<file path="src/common/amd_pkg.sv">
// constants, register map and state type of the accumulator/memory op decoder
// assumes a 32-bit classic wishbone slave port and a 17-bit instruction word
//
// Summary of operation
// - accumulator via pointer chosen by 2-bit selector field
// - low eight bits steer data address generator
// - offset bit picks accumulator or offset accumulator
// - string via s bit or index 11
// - first subclass: add, subtract, load, store
// - pointer pre-increment/decrement, never in string mode
// - string by index 11 keeps pointer unchanged
// - store picks accumulator by offset bit, transfer status
// - add, subtract, load update arithmetic status
// - second subclass never targets offset accumulators
// - or, and, xor into accumulator, arithmetic status
// - byte load zero-fills upper accumulator byte
// - byte store lane chosen by address lsb
// - compare sets flags, accumulator unchanged
// - table lookup program memory into data memory
// - multiply: low word to accumulator, high latched
// - code 1001 loads multiplier, subtracts product high
// - code 1010 loads multiplier, adds product high
// - those two chain flags when s bit set, execute once only
// - second subclass supports string but no pointer pre-increment/decrement
package amd_pkg;

   // ****************************************************************
   // register map (byte offsets)
   // ****************************************************************
   localparam logic [4:0] ADDR_INSTR    = 5'h00;
   localparam logic [4:0] ADDR_STRLEN   = 5'h04;
   localparam logic [4:0] ADDR_STATUS   = 5'h08;
   localparam logic [4:0] ADDR_MULT     = 5'h0c;
   localparam logic [4:0] ADDR_PRODHI   = 5'h10;
   localparam logic [4:0] ADDR_ACCSEL   = 5'h14;
   localparam logic [4:0] ADDR_ACCDATA  = 5'h18;
   localparam logic [4:0] ADDR_POINTERS = 5'h1c;

   // ****************************************************************
   // instruction field positions
   // ****************************************************************
   localparam int POS_CLASS_HI  = 16;
   localparam int POS_SUBCLASS  = 15;
   localparam int POS_OP1A_LO   = 13;
   localparam int POS_OFFSET    = 12;
   localparam int POS_NEXTA_LO  = 10;
   localparam int POS_OP1B_LO   = 11;
   localparam int POS_STRING    = 10;
   localparam int POS_ACCIDX_LO = 8;

   // ****************************************************************
   // opcodes and field codes
   // ****************************************************************
   localparam logic [1:0] OP1A_ADD   = 2'h0;
   localparam logic [1:0] OP1A_SUB   = 2'h1;
   localparam logic [1:0] OP1A_LOAD  = 2'h2;
   localparam logic [1:0] OP1A_STORE = 2'h3;
   localparam logic [3:0] OP1B_OR    = 4'h0;
   localparam logic [3:0] OP1B_AND   = 4'h1;
   localparam logic [3:0] OP1B_XOR   = 4'h2;
   localparam logic [3:0] OP1B_BLOAD = 4'h3;
   localparam logic [3:0] OP1B_BSTOR = 4'h4;
   localparam logic [3:0] OP1B_RSVD  = 4'h5;
   localparam logic [3:0] OP1B_CMP   = 4'h6;
   localparam logic [3:0] OP1B_TABLE = 4'h7;
   localparam logic [3:0] OP1B_MULT  = 4'h8;
   localparam logic [3:0] OP1B_SUBPH = 4'h9;
   localparam logic [3:0] OP1B_ADDPH = 4'ha;
   localparam logic [1:0] NEXTA_INC  = 2'h1;
   localparam logic [1:0] NEXTA_DEC  = 2'h2;
   localparam logic [1:0] IDX_STRING = 2'h3;

   // ****************************************************************
   // reset values
   // ****************************************************************
   localparam logic [16:0] RST_INSTR  = 17'h00000;
   localparam logic [7:0]  RST_STRLEN = 8'h00;
   localparam logic [15:0] RST_WORD   = 16'h0000;
   localparam logic [3:0]  RST_PTR    = 4'h0;

   typedef enum logic [1:0] {AMD_IDLE, AMD_ISSUE, AMD_WAIT, AMD_EXEC} amd_state_t;

endpackage

</file>
<file path="src/design/amd_decoder.sv">
// memory/accumulator instruction decoder and execution control with wishbone registers
// assumes a data address generator and memories that answer one cycle after a request
//
// Chosen here: the register addresses and the Wishbone interface to the registers.
`timescale 1ns/1ps
`default_nettype none

module amd_decoder #(
   parameter int ACC_WORDS = 16
) (
   input  wire logic        clk_sys,
   input  wire logic        srst,
   input  wire logic [31:0] wb_adr_i,
   input  wire logic [31:0] wb_dat_i,
   input  wire logic [3:0]  wb_sel_i,
   input  wire logic        wb_we_i,
   input  wire logic        wb_cyc_i,
   input  wire logic        wb_stb_i,
   output logic             wb_ack_o,
   output logic [31:0]      wb_dat_o,
   output logic [7:0]       agen_adrs_o,
   output logic             agen_load_o,
   output logic             agen_step_o,
   input  wire logic        agen_addr_lsb_i,
   output logic             mem_rd_o,
   input  wire logic [15:0] mem_rdata_i,
   output logic             mem_wr_o,
   output logic [15:0]      mem_wdata_o,
   output logic [1:0]       mem_be_o,
   output logic             pmem_rd_o,
   output logic [15:0]      pmem_addr_o,
   input  wire logic [15:0] pmem_rdata_i
);

   // ****************************************************************
   // storage
   // ****************************************************************
   amd_pkg::amd_state_t state_reg;
   logic [16:0] instr_reg;
   logic [7:0]  strlen_reg;
   logic [7:0]  word_reg;
   logic [3:0]  ap_reg [4];
   logic [15:0] acc_file [2*ACC_WORDS];
   logic [15:0] mr_reg;
   logic [15:0] ph_reg;
   logic [4:0]  accsel_reg;
   logic        carry_reg;
   logic        zero_reg;
   logic        neg_reg;
   logic        xzero_reg;
   logic        xneg_reg;
   logic        mr_signed_reg;
   logic        bad_reg;
   logic        ack_reg;
   logic [31:0] rdata_reg;

   // ****************************************************************
   // decode of the held instruction
   // ****************************************************************
   logic       is_1a;
   logic [1:0] op1a;
   logic [3:0] op1b;
   logic [1:0] acc_idx;
   logic       string_mode;
   logic       once_op;
   logic       multi;
   logic [3:0] base;
   logic [4:0] src_addr;
   logic [4:0] tgt_addr;
   logic       is_store;
   logic       is_table;

   assign is_1a    = ~instr_reg[amd_pkg::POS_SUBCLASS];
   assign op1a     = instr_reg[amd_pkg::POS_OP1A_LO +: 2];
   assign op1b     = instr_reg[amd_pkg::POS_OP1B_LO +: 4];
   assign acc_idx  = instr_reg[amd_pkg::POS_ACCIDX_LO +: 2];
   // string by index code in 1a, by s bit in 1b
   assign string_mode = is_1a ? (acc_idx == amd_pkg::IDX_STRING)
                              : instr_reg[amd_pkg::POS_STRING];
   assign once_op  = ~is_1a & ((op1b == amd_pkg::OP1B_SUBPH) | (op1b == amd_pkg::OP1B_ADDPH));
   assign multi    = string_mode & ~once_op;
   // string steps walk from the pointer, pointer itself untouched
   assign base     = ap_reg[acc_idx] + word_reg[3:0];
   assign src_addr = {1'b0, base};
   // offset bank only in 1a
   assign tgt_addr = is_1a ? {instr_reg[amd_pkg::POS_OFFSET], base} : {1'b0, base};
   assign is_store = is_1a & (op1a == amd_pkg::OP1A_STORE);
   assign is_table = ~is_1a & (op1b == amd_pkg::OP1B_TABLE);

   // ****************************************************************
   // register bus decode
   // ****************************************************************
   logic bus_req;
   logic bus_wr;
   logic start_ok;
   logic sup_1b;

   assign bus_req  = wb_cyc_i & wb_stb_i & ~ack_reg;
   assign bus_wr   = bus_req & wb_we_i;
   assign sup_1b   = wb_dat_i[amd_pkg::POS_OP1B_LO +: 4] <= amd_pkg::OP1B_ADDPH;
   assign start_ok = bus_wr & (wb_adr_i[4:0] == amd_pkg::ADDR_INSTR) & (&wb_sel_i[2:0])
                     & (state_reg == amd_pkg::AMD_IDLE);

   // ****************************************************************
   // execution datapath
   // ****************************************************************
   logic [15:0] a_op;
   logic [15:0] m_op;
   logic [15:0] b_op;
   logic        chain;
   logic [16:0] sum_add;
   logic [16:0] sum_sub;
   logic [33:0] prod;
   logic [15:0] res;
   logic        res_c;
   logic        wr_acc;
   logic        wr_mem;
   logic [15:0] wdata;
   logic [1:0]  be;
   logic        upd_arith;
   logic        upd_xfer;
   logic        mr_load;
   logic        ph_load;
   logic        chain_c;

   assign a_op  = acc_file[src_addr];
   assign m_op  = mem_rdata_i;
   assign b_op  = once_op ? ph_reg : m_op;
   // later string words and the once-only ops with the s bit set chain carry and zero
   assign chain = (word_reg != 8'h00) | (once_op & string_mode);
   assign chain_c = chain & carry_reg;
   assign sum_add = {1'b0, a_op} + {1'b0, b_op} + {16'h0000, chain_c};
   assign sum_sub = {1'b0, a_op} + {1'b0, ~b_op} + {16'h0000, chain ? carry_reg : 1'b1};
   assign prod  = $signed({mr_signed_reg & mr_reg[15], mr_reg}) * $signed({m_op[15], m_op});

   // per-word operation select
   always_comb begin
      res       = a_op;
      res_c     = carry_reg;
      wr_acc    = 1'b0;
      wr_mem    = 1'b0;
      wdata     = a_op;
      be        = 2'h3;
      upd_arith = 1'b0;
      upd_xfer  = 1'b0;
      mr_load   = 1'b0;
      ph_load   = 1'b0;
      if (is_1a) begin
         case (op1a)
            amd_pkg::OP1A_ADD: begin
               {res_c, res} = sum_add;
               wr_acc       = 1'b1;
               upd_arith    = 1'b1;
            end
            amd_pkg::OP1A_SUB: begin
               {res_c, res} = sum_sub;
               wr_acc       = 1'b1;
               upd_arith    = 1'b1;
            end
            amd_pkg::OP1A_LOAD: begin
               res       = m_op;
               wr_acc    = 1'b1;
               upd_arith = 1'b1;
            end
            default: begin
               wdata    = acc_file[tgt_addr];
               wr_mem   = 1'b1;
               upd_xfer = 1'b1;
            end
         endcase
      end else begin
         case (op1b)
            amd_pkg::OP1B_OR, amd_pkg::OP1B_AND, amd_pkg::OP1B_XOR: begin
               res = (op1b == amd_pkg::OP1B_OR)  ? (a_op | m_op) :
                     (op1b == amd_pkg::OP1B_AND) ? (a_op & m_op) : (a_op ^ m_op);
               wr_acc    = 1'b1;
               upd_arith = 1'b1;
            end
            amd_pkg::OP1B_BLOAD: begin
               res       = {8'h00, agen_addr_lsb_i ? m_op[15:8] : m_op[7:0]};
               wr_acc    = 1'b1;
               upd_arith = 1'b1;
            end
            amd_pkg::OP1B_BSTOR: begin
               wdata    = {a_op[7:0], a_op[7:0]};
               be       = agen_addr_lsb_i ? 2'h2 : 2'h1;
               wr_mem   = 1'b1;
               upd_xfer = 1'b1;
            end
            amd_pkg::OP1B_CMP: begin
               {res_c, res} = sum_sub;
               upd_arith    = 1'b1;
            end
            amd_pkg::OP1B_TABLE: begin
               wdata    = pmem_rdata_i;
               wr_mem   = 1'b1;
               upd_xfer = 1'b1;
            end
            amd_pkg::OP1B_MULT: begin
               res       = prod[15:0];
               res_c     = 1'b0;
               wr_acc    = 1'b1;
               ph_load   = 1'b1;
               upd_arith = 1'b1;
            end
            amd_pkg::OP1B_SUBPH: begin
               {res_c, res} = sum_sub;
               wr_acc       = 1'b1;
               mr_load      = 1'b1;
               upd_arith    = 1'b1;
            end
            amd_pkg::OP1B_ADDPH: begin
               {res_c, res} = sum_add;
               wr_acc       = 1'b1;
               mr_load      = 1'b1;
               upd_arith    = 1'b1;
            end
            default: begin
               res = a_op;
            end
         endcase
      end
   end

   logic exec;
   logic last_word;
   assign exec      = state_reg == amd_pkg::AMD_EXEC;
   assign last_word = ~multi | (word_reg == strlen_reg);

   // ****************************************************************
   // sequencer
   // ****************************************************************
   // accept, fetch operand, execute, repeat per string word
   always_ff @(posedge clk_sys) begin
      if (srst) begin
         state_reg <= amd_pkg::AMD_IDLE;
         word_reg  <= 8'h00;
         instr_reg <= amd_pkg::RST_INSTR;
         bad_reg   <= 1'b0;
      end else begin
         case (state_reg)
            amd_pkg::AMD_IDLE: begin
               if (start_ok) begin
                  instr_reg <= wb_dat_i[16:0];
                  word_reg  <= 8'h00;
                  if (wb_dat_i[amd_pkg::POS_CLASS_HI] | (wb_dat_i[amd_pkg::POS_SUBCLASS] & ~sup_1b))
                     bad_reg <= 1'b1;
                  else begin
                     bad_reg   <= 1'b0;
                     state_reg <= amd_pkg::AMD_ISSUE;
                  end
               end
            end
            amd_pkg::AMD_ISSUE: state_reg <= amd_pkg::AMD_WAIT;
            amd_pkg::AMD_WAIT:  state_reg <= amd_pkg::AMD_EXEC;
            amd_pkg::AMD_EXEC: begin
               if (last_word)
                  state_reg <= amd_pkg::AMD_IDLE;
               else begin
                  word_reg  <= word_reg + 8'h01;
                  state_reg <= amd_pkg::AMD_ISSUE;
               end
            end
            default: state_reg <= amd_pkg::AMD_IDLE;
         endcase
      end
   end

   // address generator and memory strobes
   always_ff @(posedge clk_sys) begin
      if (srst) begin
         agen_adrs_o <= 8'h00;
         agen_load_o <= 1'b0;
         agen_step_o <= 1'b0;
         mem_rd_o    <= 1'b0;
         mem_wr_o    <= 1'b0;
         mem_wdata_o <= amd_pkg::RST_WORD;
         mem_be_o    <= 2'h0;
         pmem_rd_o   <= 1'b0;
         pmem_addr_o <= amd_pkg::RST_WORD;
      end else begin
         agen_load_o <= start_ok;
         if (start_ok)
            agen_adrs_o <= wb_dat_i[7:0];
         agen_step_o <= exec & ~last_word;
         mem_rd_o    <= (state_reg == amd_pkg::AMD_ISSUE) & ~is_store & ~is_table;
         pmem_rd_o   <= (state_reg == amd_pkg::AMD_ISSUE) & is_table;
         if ((state_reg == amd_pkg::AMD_ISSUE) & is_table)
            pmem_addr_o <= a_op;
         mem_wr_o    <= exec & wr_mem;
         if (exec & wr_mem) begin
            mem_wdata_o <= wdata;
            mem_be_o    <= be;
         end
      end
   end

   // accumulator file and pointers
   always_ff @(posedge clk_sys) begin
      if (srst) begin
         for (int i = 0; i < 2*ACC_WORDS; i++)
            acc_file[i] <= amd_pkg::RST_WORD;
         for (int j = 0; j < 4; j++)
            ap_reg[j] <= amd_pkg::RST_PTR;
      end else begin
         // permanent pre-adjust, 1a only, never with string index
         if (start_ok & ~wb_dat_i[amd_pkg::POS_CLASS_HI] & ~wb_dat_i[amd_pkg::POS_SUBCLASS]
             & (wb_dat_i[amd_pkg::POS_ACCIDX_LO +: 2] != amd_pkg::IDX_STRING)) begin
            if (wb_dat_i[amd_pkg::POS_NEXTA_LO +: 2] == amd_pkg::NEXTA_INC)
               ap_reg[wb_dat_i[9:8]] <= ap_reg[wb_dat_i[9:8]] + 4'h1;
            else if (wb_dat_i[amd_pkg::POS_NEXTA_LO +: 2] == amd_pkg::NEXTA_DEC)
               ap_reg[wb_dat_i[9:8]] <= ap_reg[wb_dat_i[9:8]] - 4'h1;
         end
         if (exec & wr_acc)
            acc_file[tgt_addr] <= res;
      end
   end

   // status, multiplier and product-high registers
   always_ff @(posedge clk_sys) begin
      if (srst) begin
         carry_reg     <= 1'b0;
         zero_reg      <= 1'b0;
         neg_reg       <= 1'b0;
         xzero_reg     <= 1'b0;
         xneg_reg      <= 1'b0;
         mr_signed_reg <= 1'b0;
         mr_reg        <= amd_pkg::RST_WORD;
         ph_reg        <= amd_pkg::RST_WORD;
      end else begin
         if (exec & upd_arith) begin
            carry_reg <= res_c;
            zero_reg  <= (res == 16'h0000) & (~chain | zero_reg);
            neg_reg   <= res[15];
         end
         if (exec & upd_xfer) begin
            xzero_reg <= wdata == 16'h0000;
            xneg_reg  <= wdata[15];
         end
         if (exec & ph_load)
            ph_reg <= prod[31:16];
         if (exec & mr_load) begin
            mr_reg        <= m_op;
            mr_signed_reg <= 1'b1;
         end else if (bus_wr & (wb_adr_i[4:0] == amd_pkg::ADDR_MULT)
                      & (state_reg == amd_pkg::AMD_IDLE)) begin
            if (wb_sel_i[0])
               mr_reg[7:0] <= wb_dat_i[7:0];
            if (wb_sel_i[1])
               mr_reg[15:8] <= wb_dat_i[15:8];
            if (wb_sel_i[2])
               mr_signed_reg <= wb_dat_i[16];
         end
      end
   end

   // ****************************************************************
   // wishbone slave
   // ****************************************************************
   // single-wait answer, unmapped reads zero
   always_ff @(posedge clk_sys) begin
      if (srst) begin
         ack_reg    <= 1'b0;
         rdata_reg  <= 32'h00000000;
         strlen_reg <= amd_pkg::RST_STRLEN;
         accsel_reg <= 5'h00;
      end else begin
         ack_reg <= bus_req;
         if (bus_wr & wb_sel_i[0] & (state_reg == amd_pkg::AMD_IDLE)) begin
            if (wb_adr_i[4:0] == amd_pkg::ADDR_STRLEN)
               strlen_reg <= wb_dat_i[7:0];
            if (wb_adr_i[4:0] == amd_pkg::ADDR_ACCSEL)
               accsel_reg <= wb_dat_i[4:0];
         end
         if (bus_req) begin
            case (wb_adr_i[4:0])
               amd_pkg::ADDR_INSTR:    rdata_reg <= {15'h0000, instr_reg};
               amd_pkg::ADDR_STRLEN:   rdata_reg <= {24'h000000, strlen_reg};
               amd_pkg::ADDR_STATUS:   rdata_reg <= {24'h000000, bad_reg, mr_signed_reg, xneg_reg,
                                                     xzero_reg, neg_reg, zero_reg, carry_reg,
                                                     state_reg != amd_pkg::AMD_IDLE};
               amd_pkg::ADDR_MULT:     rdata_reg <= {15'h0000, mr_signed_reg, mr_reg};
               amd_pkg::ADDR_PRODHI:   rdata_reg <= {16'h0000, ph_reg};
               amd_pkg::ADDR_ACCSEL:   rdata_reg <= {27'h0000000, accsel_reg};
               amd_pkg::ADDR_ACCDATA:  rdata_reg <= {16'h0000, acc_file[accsel_reg]};
               amd_pkg::ADDR_POINTERS: rdata_reg <= {16'h0000, ap_reg[3], ap_reg[2],
                                                     ap_reg[1], ap_reg[0]};
               default:                rdata_reg <= 32'h00000000;
            endcase
         end
      end
   end

   assign wb_ack_o = ack_reg;
   assign wb_dat_o = rdata_reg;

   // ****************************************************************
   // checks
   // ****************************************************************
   adrs_forward_a: assert property (@(posedge clk_sys) disable iff (srst)
      mem_rd_o |-> agen_adrs_o == instr_reg[7:0])
      else $error("address field not forwarded");

   offset_target_a: assert property (@(posedge clk_sys) disable iff (srst)
      (exec & ~is_1a) |-> ~tgt_addr[4])
      else $error("second subclass hit offset bank");

   string_ptr_a: assert property (@(posedge clk_sys) disable iff (srst)
      (exec & is_1a & string_mode) |=> ap_reg[2'h3] == $past(ap_reg[2'h3], 2))
      else $error("string moved pointer");

   store_status_a: assert property (@(posedge clk_sys) disable iff (srst)
      (exec & is_store) |=> $stable(carry_reg) && $stable(zero_reg) && mem_wr_o)
      else $error("store touched arithmetic status");

   byte_zero_a: assert property (@(posedge clk_sys) disable iff (srst)
      (exec & ~is_1a & (op1b == amd_pkg::OP1B_BLOAD)) |-> wr_acc && res[15:8] == 8'h00)
      else $error("byte load upper not cleared");

   compare_keep_a: assert property (@(posedge clk_sys) disable iff (srst)
      (exec & ~is_1a & (op1b == amd_pkg::OP1B_CMP)) |-> ~wr_acc && ~wr_mem && upd_arith)
      else $error("compare wrote a result");

   prod_high_a: assert property (@(posedge clk_sys) disable iff (srst)
      (exec & ~is_1a & (op1b == amd_pkg::OP1B_MULT)) |=> ph_reg == $past(prod[31:16]))
      else $error("product high not latched");

   once_exec_a: assert property (@(posedge clk_sys) disable iff (srst)
      (exec & once_op) |=> state_reg == amd_pkg::AMD_IDLE ##1 ~agen_step_o)
      else $error("chained op repeated");

   reserved_quiet_a: assert property (@(posedge clk_sys) disable iff (srst)
      (exec & ~is_1a & (op1b == amd_pkg::OP1B_RSVD)) |-> ~wr_acc && ~wr_mem && ~upd_arith)
      else $error("reserved code had effect");

   bus_answer_a: assert property (@(posedge clk_sys) disable iff (srst)
      (wb_cyc_i & wb_stb_i & ~wb_ack_o) |=> wb_ack_o ##1 ~wb_ack_o)
      else $error("bus answer timing wrong");

endmodule

`default_nettype wire

</file>
<file path="config.mk">
export PLATFORM = sky130hd
export DESIGN_NAME = amd_decoder
export DESIGN_NICKNAME = d
export VERILOG_FILES = /design/src/common/amd_pkg.sv /design/src/design/amd_decoder.sv
export SDC_FILE = /design/constraint.sdc
export NUM_CORES = 2
export LEC_CHECK = 0
export BUFFER_PORTS_ARGS = -buffer_cell sky130_fd_sc_hd__buf_2
export CORE_MARGIN = 2
export CORE_UTILIZATION = 35
export DETAILED_ROUTE_END_ITERATION = 8
export PLACE_DENSITY = 0.57
export SLEW_MARGIN = 20
export SYNTH_ARGS = -nofsm -noshare
export SYNTH_HDL_FRONTEND = slang
export SYNTH_SLANG_ARGS = --single-unit
</file>
<file path="constraint.sdc">
create_clock -name clk_sys -period 19.7 [get_ports clk_sys]
set_clock_uncertainty 0.2 [all_clocks]
set_input_delay 2.955 -clock clk_sys [delete_from_list [all_inputs] [get_ports clk_sys]]
set_output_delay 2.955 -clock clk_sys [all_outputs]
set_load 0.005 [all_outputs]
</file>
==> results_dict.tcl <==
set metrics [dict create \
    arrival_ns 9.86 \
    combPwrFrac_pct 34.2 \
    grt_pass1_vias 34885 \
    critPathSlowestCell "a2111oi_0" \
    hold_end "pmem_addr_o[15]" \
    dp.cells 6038 \
    antenna_found_initial 10 \
    p_int_w 0.002881 \
    clkSinkCount 670 \
    place_area_um2 50410 \
    drive_above_1_share_pct 15.80 \
    reg2reg_slack_ns 10.09 \
    io_buffers 127 \
    cp-start-kind "input port" \
    synth_most_common_cell "nor2_1" \
    grt_pass1_wl_um 244300 \
    cp_cell_sequence "buf_2 -> nand2_1 -> fa_1 -> inv_1 -> fa_1 -> ha_1 -> inv_1 -> fa_1 -> fa_1 -> fa_1 -> inv_1 -> ha_1 -> or2_2 -> a31oi_1 -> a21oi_1 -> xor2_1 -> a2111oi_0 -> a22oi_1 -> nor2_2 -> buf_4 -> nor2_1" \
    overflow 0 \
    seq_power_share_pct 34.6 \
    status "finished, final reports clean" \
    netSwitchingPower_w 0.001705 \
    p_clk_share_pct 31.2 \
    htree_num_levels 3 \
    drt_iter0_drc 4220 \
    path_clk_slew_ns 0.06 \
    wirelength_um 167400 \
    tightest_slew_ns 1.202 \
    cts_resized 0 \
    synth_cell_types 87 \
    hold_depth 2 \
    cts_tree "yes" \
    rsz0062_at_grt "false" \
    syn_to_final_growth_pct 10.15 \
    die_area_um2 140200 \
    dr.pass1.iters 6 \
    drc 0 \
    fin_cells 6182 \
    syn_area_um2 48040 \
    cap_violations 0 \
    synth_edf_count 528 \
    grt_max_degree 111 \
    async_reset_ff_share_pct 0 \
    crit_top_cell "fa_1" \
    reg2reg_to "acc_file[27][11]" \
    worst_hold_slack_ns 0.2535 \
    synth_top_area_share_pct 33.00 \
    cts_setup_buffers 0 \
    wl_per_cell_um 27.07 \
    num_rows 135 \
    p_leak_nw 19.70 \
    synthCells 4370 \
    peakVddDrop_v 0.00006294 \
    synth_flop_cell "edfxtp_1" \
    tns_ns 0 \
    coreArea_um2 135800 \
    gp_congestion 0.9686 \
    viasPerCell 5.794 \
    slew_viol_final 0 \
    cts_buffers 77 \
    antenna_left 0 \
    dieHeight_um 374.5 \
    required_ns 19.86 \
    cts_hold_buf 0 \
    ys_seq_elements 670 \
    finalHoldViolations 0 \
    fill_cells 13127 \
    min_period_ns 9.699 \
    vias 35819 \
    yosys_warnings 0 \
    fin_crit_sh_pct 49.23 \
    initial_core_util_pct 35.38 \
    startpoint "mem_rdata_i[1]" \
    fin_area_um2 52920 \
    pin_count 186 \
    r2r_cells 18 \
    max_freq_mhz 103.1 \
    die_w_um 374.5 \
    synthTopCellsByCount "nor2_1, edfxtp_1, nand2_1" \
    root_buffer "clkbuf_16" \
    synth_area_leaders "edfxtp_1, mux4_2, fa_1, dfxtp_1, nor2_1" \
    critPathKind "in2reg" \
    p_sw_share_pct 37.18 \
    cp_max_fo 22 \
    max_slew_margin_pct 19.45 \
    worstSetupEndpointType "register" \
    hp-start "pmem_addr_o[15]" \
    yosysTopAreaCell "edfxtp_1" \
    p_per_area_nw_per_um2 86.67 \
    setup_viol 0 \
    nNetsFinal 4873 \
    clock_latency_ns 0.66 \
    syn_avg_cell_area_um2 10.99 \
    ys_seq_area_share_pct 38.92 \
    largest_reg_flops 512 \
    cts_buffer_depth 3 \
    grt_use_total_pct 23.59 \
    min_path_type "reg2reg" \
    dp_hpwl_um 116500 \
    critPathMaxStageDelay_ns 0.76 \
]
-- stage by stage --
step	worst slack, ns	power (W)	util (%)
after CTS	10.22	0.004565	38.95
final	10.00	0.004587	38.97
after global placement	9.583	0.003126	37.12
after detailed placement	9.594	0.003137	37.12
after floorplan	10.32	0.002595	-
after global routing	9.692	0.004742	38.97
-- routing by layer --
| metal | vias up | share of wire [%] | track usage, % |
|---|---|---|---|
| met2 | 1917 | 44 | 35.05 |
| li1 | 15250 | - | - |
| met3 | 265 | 11 | 6.361 |
| met5 | - | 0.033 | 0 |
| met1 | 18377 | 41 | 33.16 |
| met4 | 10 | 3.7 | 8.179 |
-- worst max-delay path: cells and delay by family --
family                     cells  cell delay [ns]
adders and majority gates      7             3.07
buffers and inverters          5             1.00
and+or+nand+nor                4             1.28
AOI/OAI and AO/OA              4             1.28
xor gates and xnor gates       1             0.22
-- area by class of cell --
class / count / area [um2] / share of cell area, %
Clock inverter: 44 / 415.4 / 0.7849
Multi-Input combinational cell: 2985 / 26690 / 50.43
Antenna cell: 2 / 5.005 / 0.009457
Timing Repair Buffer: 221 / 1369 / 2.587
Inverter: 381 / 1430 / 2.702
Clock buffer: 98 / 2071 / 3.913
Tap cell: 1781 / 2228 / 4.211
Sequential cell: 670 / 18710 / 35.36
-- cell families after synthesis --
kind of cell | count (synthesis) | share of synthesized area (%)
buffers and inverters | 729 | 6.094
xor gates and xnor gates | 73 | 1.362
AOI/OAI and AO/OA | 524 | 7.399
muxes | 457 | 17.39
other | 1 | 0.007806
DFF | 670 | 38.92
adders and majority gates | 431 | 15.54
and+or+nand+nor | 1485 | 13.29
-- worst max path at each step --
| stage | end | slack, ns | depth (start not counted) |
|---|---|---|---|
| 2_1_floorplan | ph_reg[12] | 10.32 | 22 |
| 3_3_place_gp | ph_reg[12] | 9.58 | 21 |
| 3_5_place_dp | acc_file[29][11] | 9.59 | 21 |
| 4_1_cts | acc_file[27][11] | 10.22 | 18 |
| 5_1_grt | acc_file[19][11] | 9.69 | 18 |
| 6_report | acc_file[27][11] | 10.00 | 21 |
-- power by group through the flow --
stage                     clock network, W  logic (W)  registers, W
final                              0.00143    0.00157       0.00159
after global routing               0.00150    0.00165       0.00159
after CTS                          0.00145    0.00153       0.00159
after detailed placement                 0    0.00152       0.00161
after global placement                   0    0.00151       0.00161
after floorplan                          0   0.000991       0.00160
-- cells in the final DEF (no fill, tap or decap), types with 53 or more instances in the layout --
cell       netlist  routed
ha_1           155     154
buf_4           27      93
nor2_1         721     719
mux2i_1        148     146
inv_1          377     376
a21oi_1        139     137
clkbuf_16        0      78
nand2_1        427     427
o21ai_0         74      74
mux4_2         296     296
buf_2           33     126
dfxtp_1        142     135
and2_1         120     120
fa_1           276     275
edfxtp_1       528     528
xnor2_1         54      53
(Power assumes the default switching activity.)
